`config.mk`:
```
export PLATFORM = sky130hd
export DESIGN_NAME = pam_regs
export DESIGN_NICKNAME = d
export VERILOG_FILES = /design/src/hw/pam_pkg.sv /design/src/hw/pam_regs.sv /design/src/hw/pam_mask_reg.sv
export VERILOG_INCLUDE_DIRS = /design/src /design/src/hw
export SDC_FILE = /design/constraint.sdc
export NUM_CORES = 1
export LEC_CHECK = 0
export BUFFER_PORTS_ARGS = -buffer_cell sky130_fd_sc_hd__buf_2
export CAP_MARGIN = 20
export CORE_ASPECT_RATIO = 1.4
export CORE_UTILIZATION = 48
export DETAILED_ROUTE_END_ITERATION = 8
export PLACE_DENSITY = 0.94
export SYNTH_ARGS = -nofsm -noshare
export SYNTH_HDL_FRONTEND = slang
export SYNTH_SLANG_ARGS = --single-unit
```
`constraint.sdc`:
```
create_clock -name clk -period 3.2 [get_ports clk]
set_input_delay 0.32 -clock clk [delete_from_list [all_inputs] [get_ports clk]]
set_output_delay 0.32 -clock clk [all_outputs]
set_load 0.01 [all_outputs]
```
`src/hw/pam_cfg.svh`:
```
`ifndef PAM_CFG_SVH
`define PAM_CFG_SVH

`define PAM_CMD_MASK      8'h1B
`define PAM_CMD_OUTPUT_VOLTAGE_FORMAT 8'h20
`define PAM_SEL_OTHER     8'h7F
`define PAM_SEL_VENDOR    8'h80
`define PAM_OTHER_VAL     8'h01
`define PAM_VENDOR_WMASK  8'hCE
`define PAM_VENDOR_RST    8'hCE
`define PAM_FMT_WMASK     8'h9F
`define PAM_FMT_RST       8'h17
`define PAM_FMT_REL_BIT   7
`define PAM_FMT_MODE_HI   6
`define PAM_FMT_MODE_LO   5
`define PAM_FMT_PAR_HI    4
`define PAM_BIT_SELF      6
`define PAM_BIT_SYNC      1
`define PAM_EXP_MIN       5'h14
`define PAM_EXP_MAX       5'h1C

`endif

```
`src/hw/pam_pkg.sv`:
```
package pam_pkg;

  typedef enum logic [1:0] {
    PAM_MODE_LINEAR = 2'b00,
    PAM_MODE_HALF   = 2'b01,
    PAM_MODE_VID    = 2'b10,
    PAM_MODE_DIRECT = 2'b11
  } pam_mode_t;

  typedef struct packed {
    logic       write;
    logic [7:0] code;
    logic [7:0] sel;
    logic [7:0] data;
  } pam_req_t;

  typedef struct packed {
    logic       err;
    logic [7:0] data;
  } pam_rsp_t;

  typedef struct packed {
    logic       offset_format_select;
    pam_mode_t  mode;
    logic [4:0] param;
  } pam_fmt_t;

endpackage : pam_pkg

```
`src/hw/pam_regs.sv`:
```
`timescale 1ns/1ps
`include "pam_cfg.svh"

module pam_regs (
  // Clock and reset
  input  wire logic              clk,
  input  wire logic              rstn,
  // Command port
  input  wire logic              req_valid,
  input  wire pam_pkg::pam_req_t req,
  output logic                   rsp_valid,
  output pam_pkg::pam_rsp_t      rsp,
  // Restore from EEPROM
  input  wire logic              nvm_valid,
  input  wire logic [7:0]        nvm_vendor_mask,
  input  wire logic [7:0]        nvm_fmt,
  // Conversion control
  input  wire logic              conv_enable,
  // Status sources
  input  wire logic [7:0]        other_status,
  input  wire logic [7:0]        vendor_status,
  // Alert gating
  output logic                   alert_req,
  output logic [7:0]             alert_src_other,
  output logic [7:0]             alert_src_vendor,
  // Output-voltage format
  output pam_pkg::pam_fmt_t      fmt,
  output logic                   fmt_linear,
  output logic                   fmt_relative,
  output logic                   fmt_change,
  output pam_pkg::pam_fmt_t      fmt_prev
);

  // Command decode
  wire        is_mask_cmd;
  wire        hit_other;
  wire        hit_vendor;
  wire        hit_fmt;
  wire        hit_any;
  wire        wr_vendor;
  wire        wr_fmt_req;
  wire        fmt_par_ok;
  wire        fmt_open;
  wire        wr_fmt;
  wire        fmt_refused;
  wire [7:0]  vendor_q;
  wire [7:0]  fmt_q;
  wire [7:0]  rd_data;
  wire        rsp_err;
  wire [7:0]  gated_other;
  wire [7:0]  gated_vendor;
  wire        fmt_differs;

  logic                 rsp_valid_ff;
  pam_pkg::pam_rsp_t    rsp_ff;
  pam_pkg::pam_rsp_t    nxt_rsp;
  logic                 alert_ff;
  logic [7:0]           src_other_ff;
  logic [7:0]           src_vendor_ff;
  logic                 fmt_change_ff;
  logic [7:0]           fmt_prev_ff;
  logic [7:0]           nxt_fmt_prev;

  assign is_mask_cmd = (req.code == `PAM_CMD_MASK);
  assign hit_other   = is_mask_cmd && (req.sel == `PAM_SEL_OTHER);
  assign hit_vendor  = is_mask_cmd && (req.sel == `PAM_SEL_VENDOR);
  assign hit_fmt     = (req.code == `PAM_CMD_OUTPUT_VOLTAGE_FORMAT);
  assign hit_any     = hit_other | hit_vendor | hit_fmt;

  assign wr_vendor   = req_valid && req.write && hit_vendor;
  assign wr_fmt_req  = req_valid && req.write && hit_fmt;

  // Signed exponent window, linear mode only
  assign fmt_par_ok  = ($signed(req.data[`PAM_FMT_PAR_HI:0]) >= $signed(`PAM_EXP_MIN)) &&
                       ($signed(req.data[`PAM_FMT_PAR_HI:0]) <= $signed(`PAM_EXP_MAX));
  assign fmt_open    = !conv_enable;
  assign wr_fmt      = wr_fmt_req && fmt_open && fmt_par_ok;
  assign fmt_refused = wr_fmt_req && !wr_fmt;

  pam_mask_reg #(
    .WMASK (`PAM_VENDOR_WMASK),
    .RST   (`PAM_VENDOR_RST)
  ) u_vendor_mask (
    .clk      (clk),
    .rstn     (rstn),
    .load     (nvm_valid),
    .load_val (nvm_vendor_mask),
    .we       (wr_vendor),
    .wdata    (req.data),
    .q        (vendor_q)
  );

  // Mode bits are read-only zero, so only linear format exists
  pam_mask_reg #(
    .WMASK (`PAM_FMT_WMASK),
    .RST   (`PAM_FMT_RST)
  ) u_fmt (
    .clk      (clk),
    .rstn     (rstn),
    .load     (nvm_valid),
    .load_val (nvm_fmt),
    .we       (wr_fmt),
    .wdata    (req.data),
    .q        (fmt_q)
  );

  // Read mux; the other page is a constant
  assign rd_data = hit_other  ? `PAM_OTHER_VAL :
                   hit_vendor ? vendor_q :
                   hit_fmt    ? fmt_q : 8'h00;
  assign rsp_err = !hit_any || fmt_refused;

  always_comb begin
    nxt_rsp      = '0;
    nxt_rsp.err  = rsp_err;
    nxt_rsp.data = req.write ? 8'h00 : rd_data;
  end

  always_ff @(posedge clk or negedge rstn) begin
    if (!rstn) begin
      rsp_valid_ff <= 1'b0;
      rsp_ff       <= '0;
    end else begin
      rsp_valid_ff <= req_valid;
      rsp_ff       <= req_valid ? nxt_rsp : rsp_ff;
    end
  end

  assign rsp_valid = rsp_valid_ff;
  assign rsp       = rsp_ff;

  // Status passes untouched; only the path to the alert line is gated
  assign gated_other  = other_status & ~`PAM_OTHER_VAL;
  assign gated_vendor = vendor_status & ~vendor_q;

  always_ff @(posedge clk or negedge rstn) begin
    if (!rstn) begin
      src_other_ff  <= 8'h00;
      src_vendor_ff <= 8'h00;
      alert_ff      <= 1'b0;
    end else begin
      src_other_ff  <= gated_other;
      src_vendor_ff <= gated_vendor;
      alert_ff      <= |{gated_other, gated_vendor};
    end
  end

  assign alert_req        = alert_ff;
  assign alert_src_other  = src_other_ff;
  assign alert_src_vendor = src_vendor_ff;

  // Format decode for the voltage command logic
  assign fmt          = pam_pkg::pam_fmt_t'(fmt_q);
  assign fmt_linear   = (fmt.mode == pam_pkg::PAM_MODE_LINEAR);
  assign fmt_relative = fmt.offset_format_select;

  // A host write that changes the format asks the voltage logic to convert its stored values
  assign fmt_differs  = ((req.data & `PAM_FMT_WMASK) != (fmt_q & `PAM_FMT_WMASK));
  assign nxt_fmt_prev = wr_fmt ? fmt_q : fmt_prev_ff;

  always_ff @(posedge clk or negedge rstn) begin
    if (!rstn) begin
      fmt_change_ff <= 1'b0;
      fmt_prev_ff   <= `PAM_FMT_RST;
    end else begin
      fmt_change_ff <= wr_fmt && fmt_differs;
      fmt_prev_ff   <= nxt_fmt_prev;
    end
  end

  assign fmt_change = fmt_change_ff;
  assign fmt_prev   = pam_pkg::pam_fmt_t'(fmt_prev_ff);

  property p_rsp_next;
    @(posedge clk) disable iff (!rstn)
    req_valid |=> rsp_valid;
  endproperty
  a_rsp_next: assert property (p_rsp_next) else $error("No answer one cycle after request");

  property p_other_read;
    @(posedge clk) disable iff (!rstn)
    (req_valid && !req.write && hit_other) |=> (rsp.data == 8'h01 && !rsp.err);
  endproperty
  a_other_read: assert property (p_other_read) else $error("Other page read not 01h");

  property p_other_nowrite;
    @(posedge clk) disable iff (!rstn)
    (req_valid && req.write && hit_other && !nvm_valid) |=> $stable(vendor_q);
  endproperty
  a_other_nowrite: assert property (p_other_nowrite) else $error("Other page write hit vendor mask");

  property p_vendor_write;
    @(posedge clk) disable iff (!rstn)
    (wr_vendor && !nvm_valid) |=> (vendor_q == ($past(req.data) & 8'hCE));
  endproperty
  a_vendor_write: assert property (p_vendor_write) else $error("Vendor mask write wrong");

  property p_vendor_ro;
    @(posedge clk) disable iff (!rstn)
    (vendor_q[5] == 1'b0) && (vendor_q[4] == 1'b0) && (vendor_q[0] == 1'b0);
  endproperty
  a_vendor_ro: assert property (p_vendor_ro) else $error("Vendor read-only bit set");

  property p_gate;
    @(posedge clk) disable iff (!rstn)
    ##1 ((alert_src_vendor & $past(vendor_q)) == 8'h00) && !alert_src_other[0];
  endproperty
  a_gate: assert property (p_gate) else $error("Masked source reached alert");

  property p_unmasked_alert;
    @(posedge clk) disable iff (!rstn)
    (vendor_status[6] && !vendor_q[6]) || (vendor_status[1] && !vendor_q[1]) |=> alert_req;
  endproperty
  a_unmasked_alert: assert property (p_unmasked_alert) else $error("Unmasked source lost");

  property p_fmt_locked;
    @(posedge clk) disable iff (!rstn)
    (wr_fmt_req && conv_enable && !nvm_valid) |=> ($stable(fmt_q) && rsp.err);
  endproperty
  a_fmt_locked: assert property (p_fmt_locked) else $error("Format written during conversion");

  property p_fmt_range;
    @(posedge clk) disable iff (!rstn)
    (wr_fmt_req && !conv_enable && !nvm_valid &&
     ($signed(req.data[4:0]) > -5'sd4 || $signed(req.data[4:0]) < -5'sd12))
    |=> ($stable(fmt_q) && rsp.err);
  endproperty
  a_fmt_range: assert property (p_fmt_range) else $error("Exponent outside -4..-12 taken");

  property p_mode_linear;
    @(posedge clk) disable iff (!rstn)
    fmt_linear && (fmt_q[6:5] == 2'b00) && (fmt_relative == fmt_q[7]);
  endproperty
  a_mode_linear: assert property (p_mode_linear) else $error("Mode code not linear");

  property p_fmt_change;
    @(posedge clk) disable iff (!rstn)
    (wr_fmt && fmt_differs && !nvm_valid) |=> (fmt_change && fmt_prev_ff == $past(fmt_q))
                                              ##1 (fmt_change == $past(wr_fmt && fmt_differs));
  endproperty
  a_fmt_change: assert property (p_fmt_change) else $error("Format change not signalled");

  property p_fmt_read;
    @(posedge clk) disable iff (!rstn)
    (req_valid && !req.write && hit_fmt) |=> (rsp.data == $past(fmt_q));
  endproperty
  a_fmt_read: assert property (p_fmt_read) else $error("Format read mismatch");

endmodule : pam_regs

```
`src/hw/pam_mask_reg.sv`:
```
`timescale 1ns/1ps
`include "pam_cfg.svh"

module pam_mask_reg #(
  parameter logic [7:0] WMASK = 8'hFF,
  parameter logic [7:0] RST   = 8'h00
) (
  // Clock and reset
  input  wire logic       clk,
  input  wire logic       rstn,
  // Restore from non-volatile copy
  input  wire logic       load,
  input  wire logic [7:0] load_val,
  // Host write
  input  wire logic       we,
  input  wire logic [7:0] wdata,
  // Contents
  output logic [7:0]      q
);

  logic [7:0] val_ff;
  logic [7:0] nxt_val;
  wire  [7:0] src;
  wire        upd;

  assign upd     = load | we;
  assign src     = load ? load_val : wdata;
  // Read-only bits keep their fixed value on any update
  assign nxt_val = upd ? ((src & WMASK) | (val_ff & ~WMASK)) : val_ff;

  always_ff @(posedge clk or negedge rstn) begin
    if (!rstn) begin
      val_ff <= RST;
    end else begin
      val_ff <= nxt_val;
    end
  end

  assign q = val_ff;

  property p_ro_fixed;
    @(posedge clk) disable iff (!rstn)
    ((q & ~WMASK) == (RST & ~WMASK));
  endproperty
  a_ro_fixed: assert property (p_ro_fixed) else $error("Read-only bits moved");

  property p_upd_now;
    @(posedge clk) disable iff (!rstn)
    upd |=> ((q & WMASK) == ($past(src) & WMASK));
  endproperty
  a_upd_now: assert property (p_upd_now) else $error("Update not seen next cycle");

endmodule : pam_mask_reg

```
==> impl_results.md <==
* Crit end category: register
* Final WL at 4610 µm
* Most frequent cells in the layout: buf_2 (94), dfrtp_1 (31), nor2b_1 (16)
* Largest family of logic cells by synthesized area: simple AND/OR/NAND/NOR gates
* Sequential element share of the synthesized area at 55.2%
* Ant diodes at 0
* Drt via density at 5.53
* Fin crit period at 1.63 ns
* Postcts setup bufs at 0
* TritonCTS Sinks at 44
* Crit Path Class: in -> reg
* Global-route wire length before repair at 7330 µm
* Worst Path Max Fanout at 7
* Crit share post-route at 50.8%
* Die width at 56.9 µm
* Post-layout util at 64.2%
* Post-Synth Adder-Cell Area at 0%
* Synthesis-stage register bit count at 44
* Syn Std Cell Area at 2020 µm²
* Syn Inst Count at 181
* Number of global-route vias before repair at 1580
* CTS max path bufs at 2
* Worst skew pair latency at 0.29 ns
* Share of layout cells above drive strength 1 at 47.0%
* Worst Hold Class: in -> reg
* Num CTS Buffers at 5
* GP Congestion at 0.872
* Placed wire-length estimate at 3530 µm
* WL per Instance at 14.7 µm
* Setup_tns at 0 ns
* Drc violations at 20
* Xor-xnor portion of the synthesized cell area at 2.60%
* IO Port Bufs at 94
* Max Slew Vio Count at 0
* Hold buffer count at cts at 0
* CTS tree: built
* Largest net degree at the start of global routing at 45
* Initial antenna violation count at 0
* H-tree depth at 2
* Async S/R FF share, synth at 100%
* Nets at 331
* # IOs at 108
* Pre-antenna DRT Iters at 6
* Max-slew headroom at 39.0%
* DP Worst Slack at 1.29 ns
* Clk_skew at 0.00594 ns
* Vias at 1732
* Crit path cell chain: buf_2 > nor4b_1 > and4_1 > nand2_2 > mux2_2
* Status: complete, but fails checks
* Worst EP required at 3.37 ns
* Crit path DAT at 1.80 ns
* Most common cell after layout, fill and taps aside: buf_2
* Post-synth EDFFs at 0
* Post-DRT Antenna Nets at 0
* Die area at 4480 µm²
* Buf/Inv on CP at 1
* Resized cells post-CTS at 0
* Netlist cell types at 40
* RSZ-0062 raised after global routing: no
* P per Cell Area at 429 nW/µm²
* Avg Cell Area, Syn at 11.2 µm²
* Violated checks: design-rule violations
* Setup Viol. Count Final at 0
* Clk root buf: clkbuf_8
* Peak Freq at 615 MHz
* Placed Cells at 305
* Final instance area at 2560 µm²
* Total track usage at 21.7%
* CP max stage delay at 0.44 ns
* Syn. warnings at 0
* Mux share of post-synthesis cell area at 3.34%
* Layout area overhead at 26.5%
* FP Rows at 27
* Starting Density at 50.8%
* Prevailing post-synth register cell: dfrtp_1
* Total grt overflow at 0
* Die H at 78.8 µm
* Lkg Pwr at 1.22 nW
* Placed Area at 2470 µm²
* Worst-path clk slew at 0.07 ns
* Core footprint at 3990 µm²
* Final count of hold timing violations at 0
* Slowest cell on the critical path: nor4b_1
* Worst path top cell family by delay: simple AND/OR/NAND/NOR gates
* Slew of the pin with the lowest slew margin at 0.915 ns
* Fin cells at 313
* PnR worst setup slack at 1.57 ns
* Synth Area in Compound Gates at 14.5%
* Max-cap violations at 0
* Post-Synth Simple-Gate Area at 17.4%
* VDD IR max at 168 µV
* Crit start category: primary input
* Initial DRC Count at 56
==> cells in the mapped netlist, types with 2 or more instances <==
cell | count | share of area (%)
or4b_1 | 2 | 0.99
nand2_1 | 4 | 0.74
a21oi_1 | 12 | 3.0
nor4_1 | 4 | 1.2
nor3_1 | 2 | 0.49
or4_4 | 2 | 1.1
o21ai_0 | 6 | 1.5
buf_4 | 7 | 2.6
o21ai_1 | 5 | 1.2
nor4_4 | 2 | 2.1
nand4_1 | 3 | 0.93
xnor2_1 | 2 | 0.87
dfstp_2 | 13 | 17
dfrtp_1 | 31 | 38
mux2_2 | 6 | 3.3
a31oi_1 | 11 | 3.4
inv_1 | 10 | 1.9
clkbuf_1 | 6 | 1.1
conb_1 | 2 | 0.37
buf_2 | 3 | 0.74
o22ai_1 | 7 | 2.2
nand4b_1 | 2 | 0.87
a22oi_1 | 4 | 1.5
nor2b_1 | 16 | 4.9
xor2_1 | 4 | 1.7
==> cells by family after synthesis <==
logic type | Yosys count
XOR/XNOR | 6
multiplexers | 6
other | 2
buffers and inverters | 27
flip-flops | 44
AND/OR/NAND/NOR | 47
AO/OA/AOI/OAI | 49
==> worst paths after layout <==
| kind | from | endpoint | slack (ns) | cells past startpoint |
|---|---|---|---|---|
| min in group asynchronous | rstn | fmt_prev[3] | 0.17 | 1 |
| min reg2reg | rsp[5] | rsp[5] | 0.50 | 1 |
| max | req[17] | fmt_prev[7] | 1.57 | 5 |
| max reg2reg | u_fmt.q[0] | fmt_change | 1.99 | 3 |
| max in group asynchronous | rstn | alert_src_vendor[2] | 2.46 | 1 |
| min | other_status[6] | alert_src_other[6] | 0.15 | 1 |
==> registers in the layout, summed over array words and instances (netlist names) <==
signal	count
u_fmt.q	6
fmt_change	1
fmt_prev	6
alert_src_vendor	8
u_vendor_mask.q	5
alert_req	1
rsp_valid	1
alert_src_other	7
rsp	9
==> area by class of cell <==
cell class,instances,area (µm²)
tap,43,53.8
sequential,44,1120
inverter,10,37.5
fill,333,1430
timing repair buffer,94,470
clock buffer,8,90.1
multi-input combinational,114,790
==> metrics by stage <==
step	hold slack (ns)	power, mW
6_report	0.153	1.10
5_1_grt	0.136	1.15
4_1_cts	0.144	1.11
3_5_place_dp	0.443	0.767
3_3_place_gp	0.442	0.762
2_1_floorplan	0.0244	0.690
==> power breakdown <==
part           internal, mW  total [mW]  switching (mW)
clock network         0.176       0.342           0.166
registers             0.590       0.611          0.0210
logic                0.0645       0.146          0.0816
==> metal layers <==
| layer | up-vias | track usage [%] | wire (µm) |
|---|---|---|---|
| li1 | 818 | - | - |
| met1 | 805 | 25.2 | 1790 |
| met2 | 98 | 37.6 | 2330 |
| met3 | 11 | 4.56 | 362 |
| met4 | 0 | 10.5 | 122 |
| met5 | - | 0 | 0 |
(Power assumes the default switching activity.)
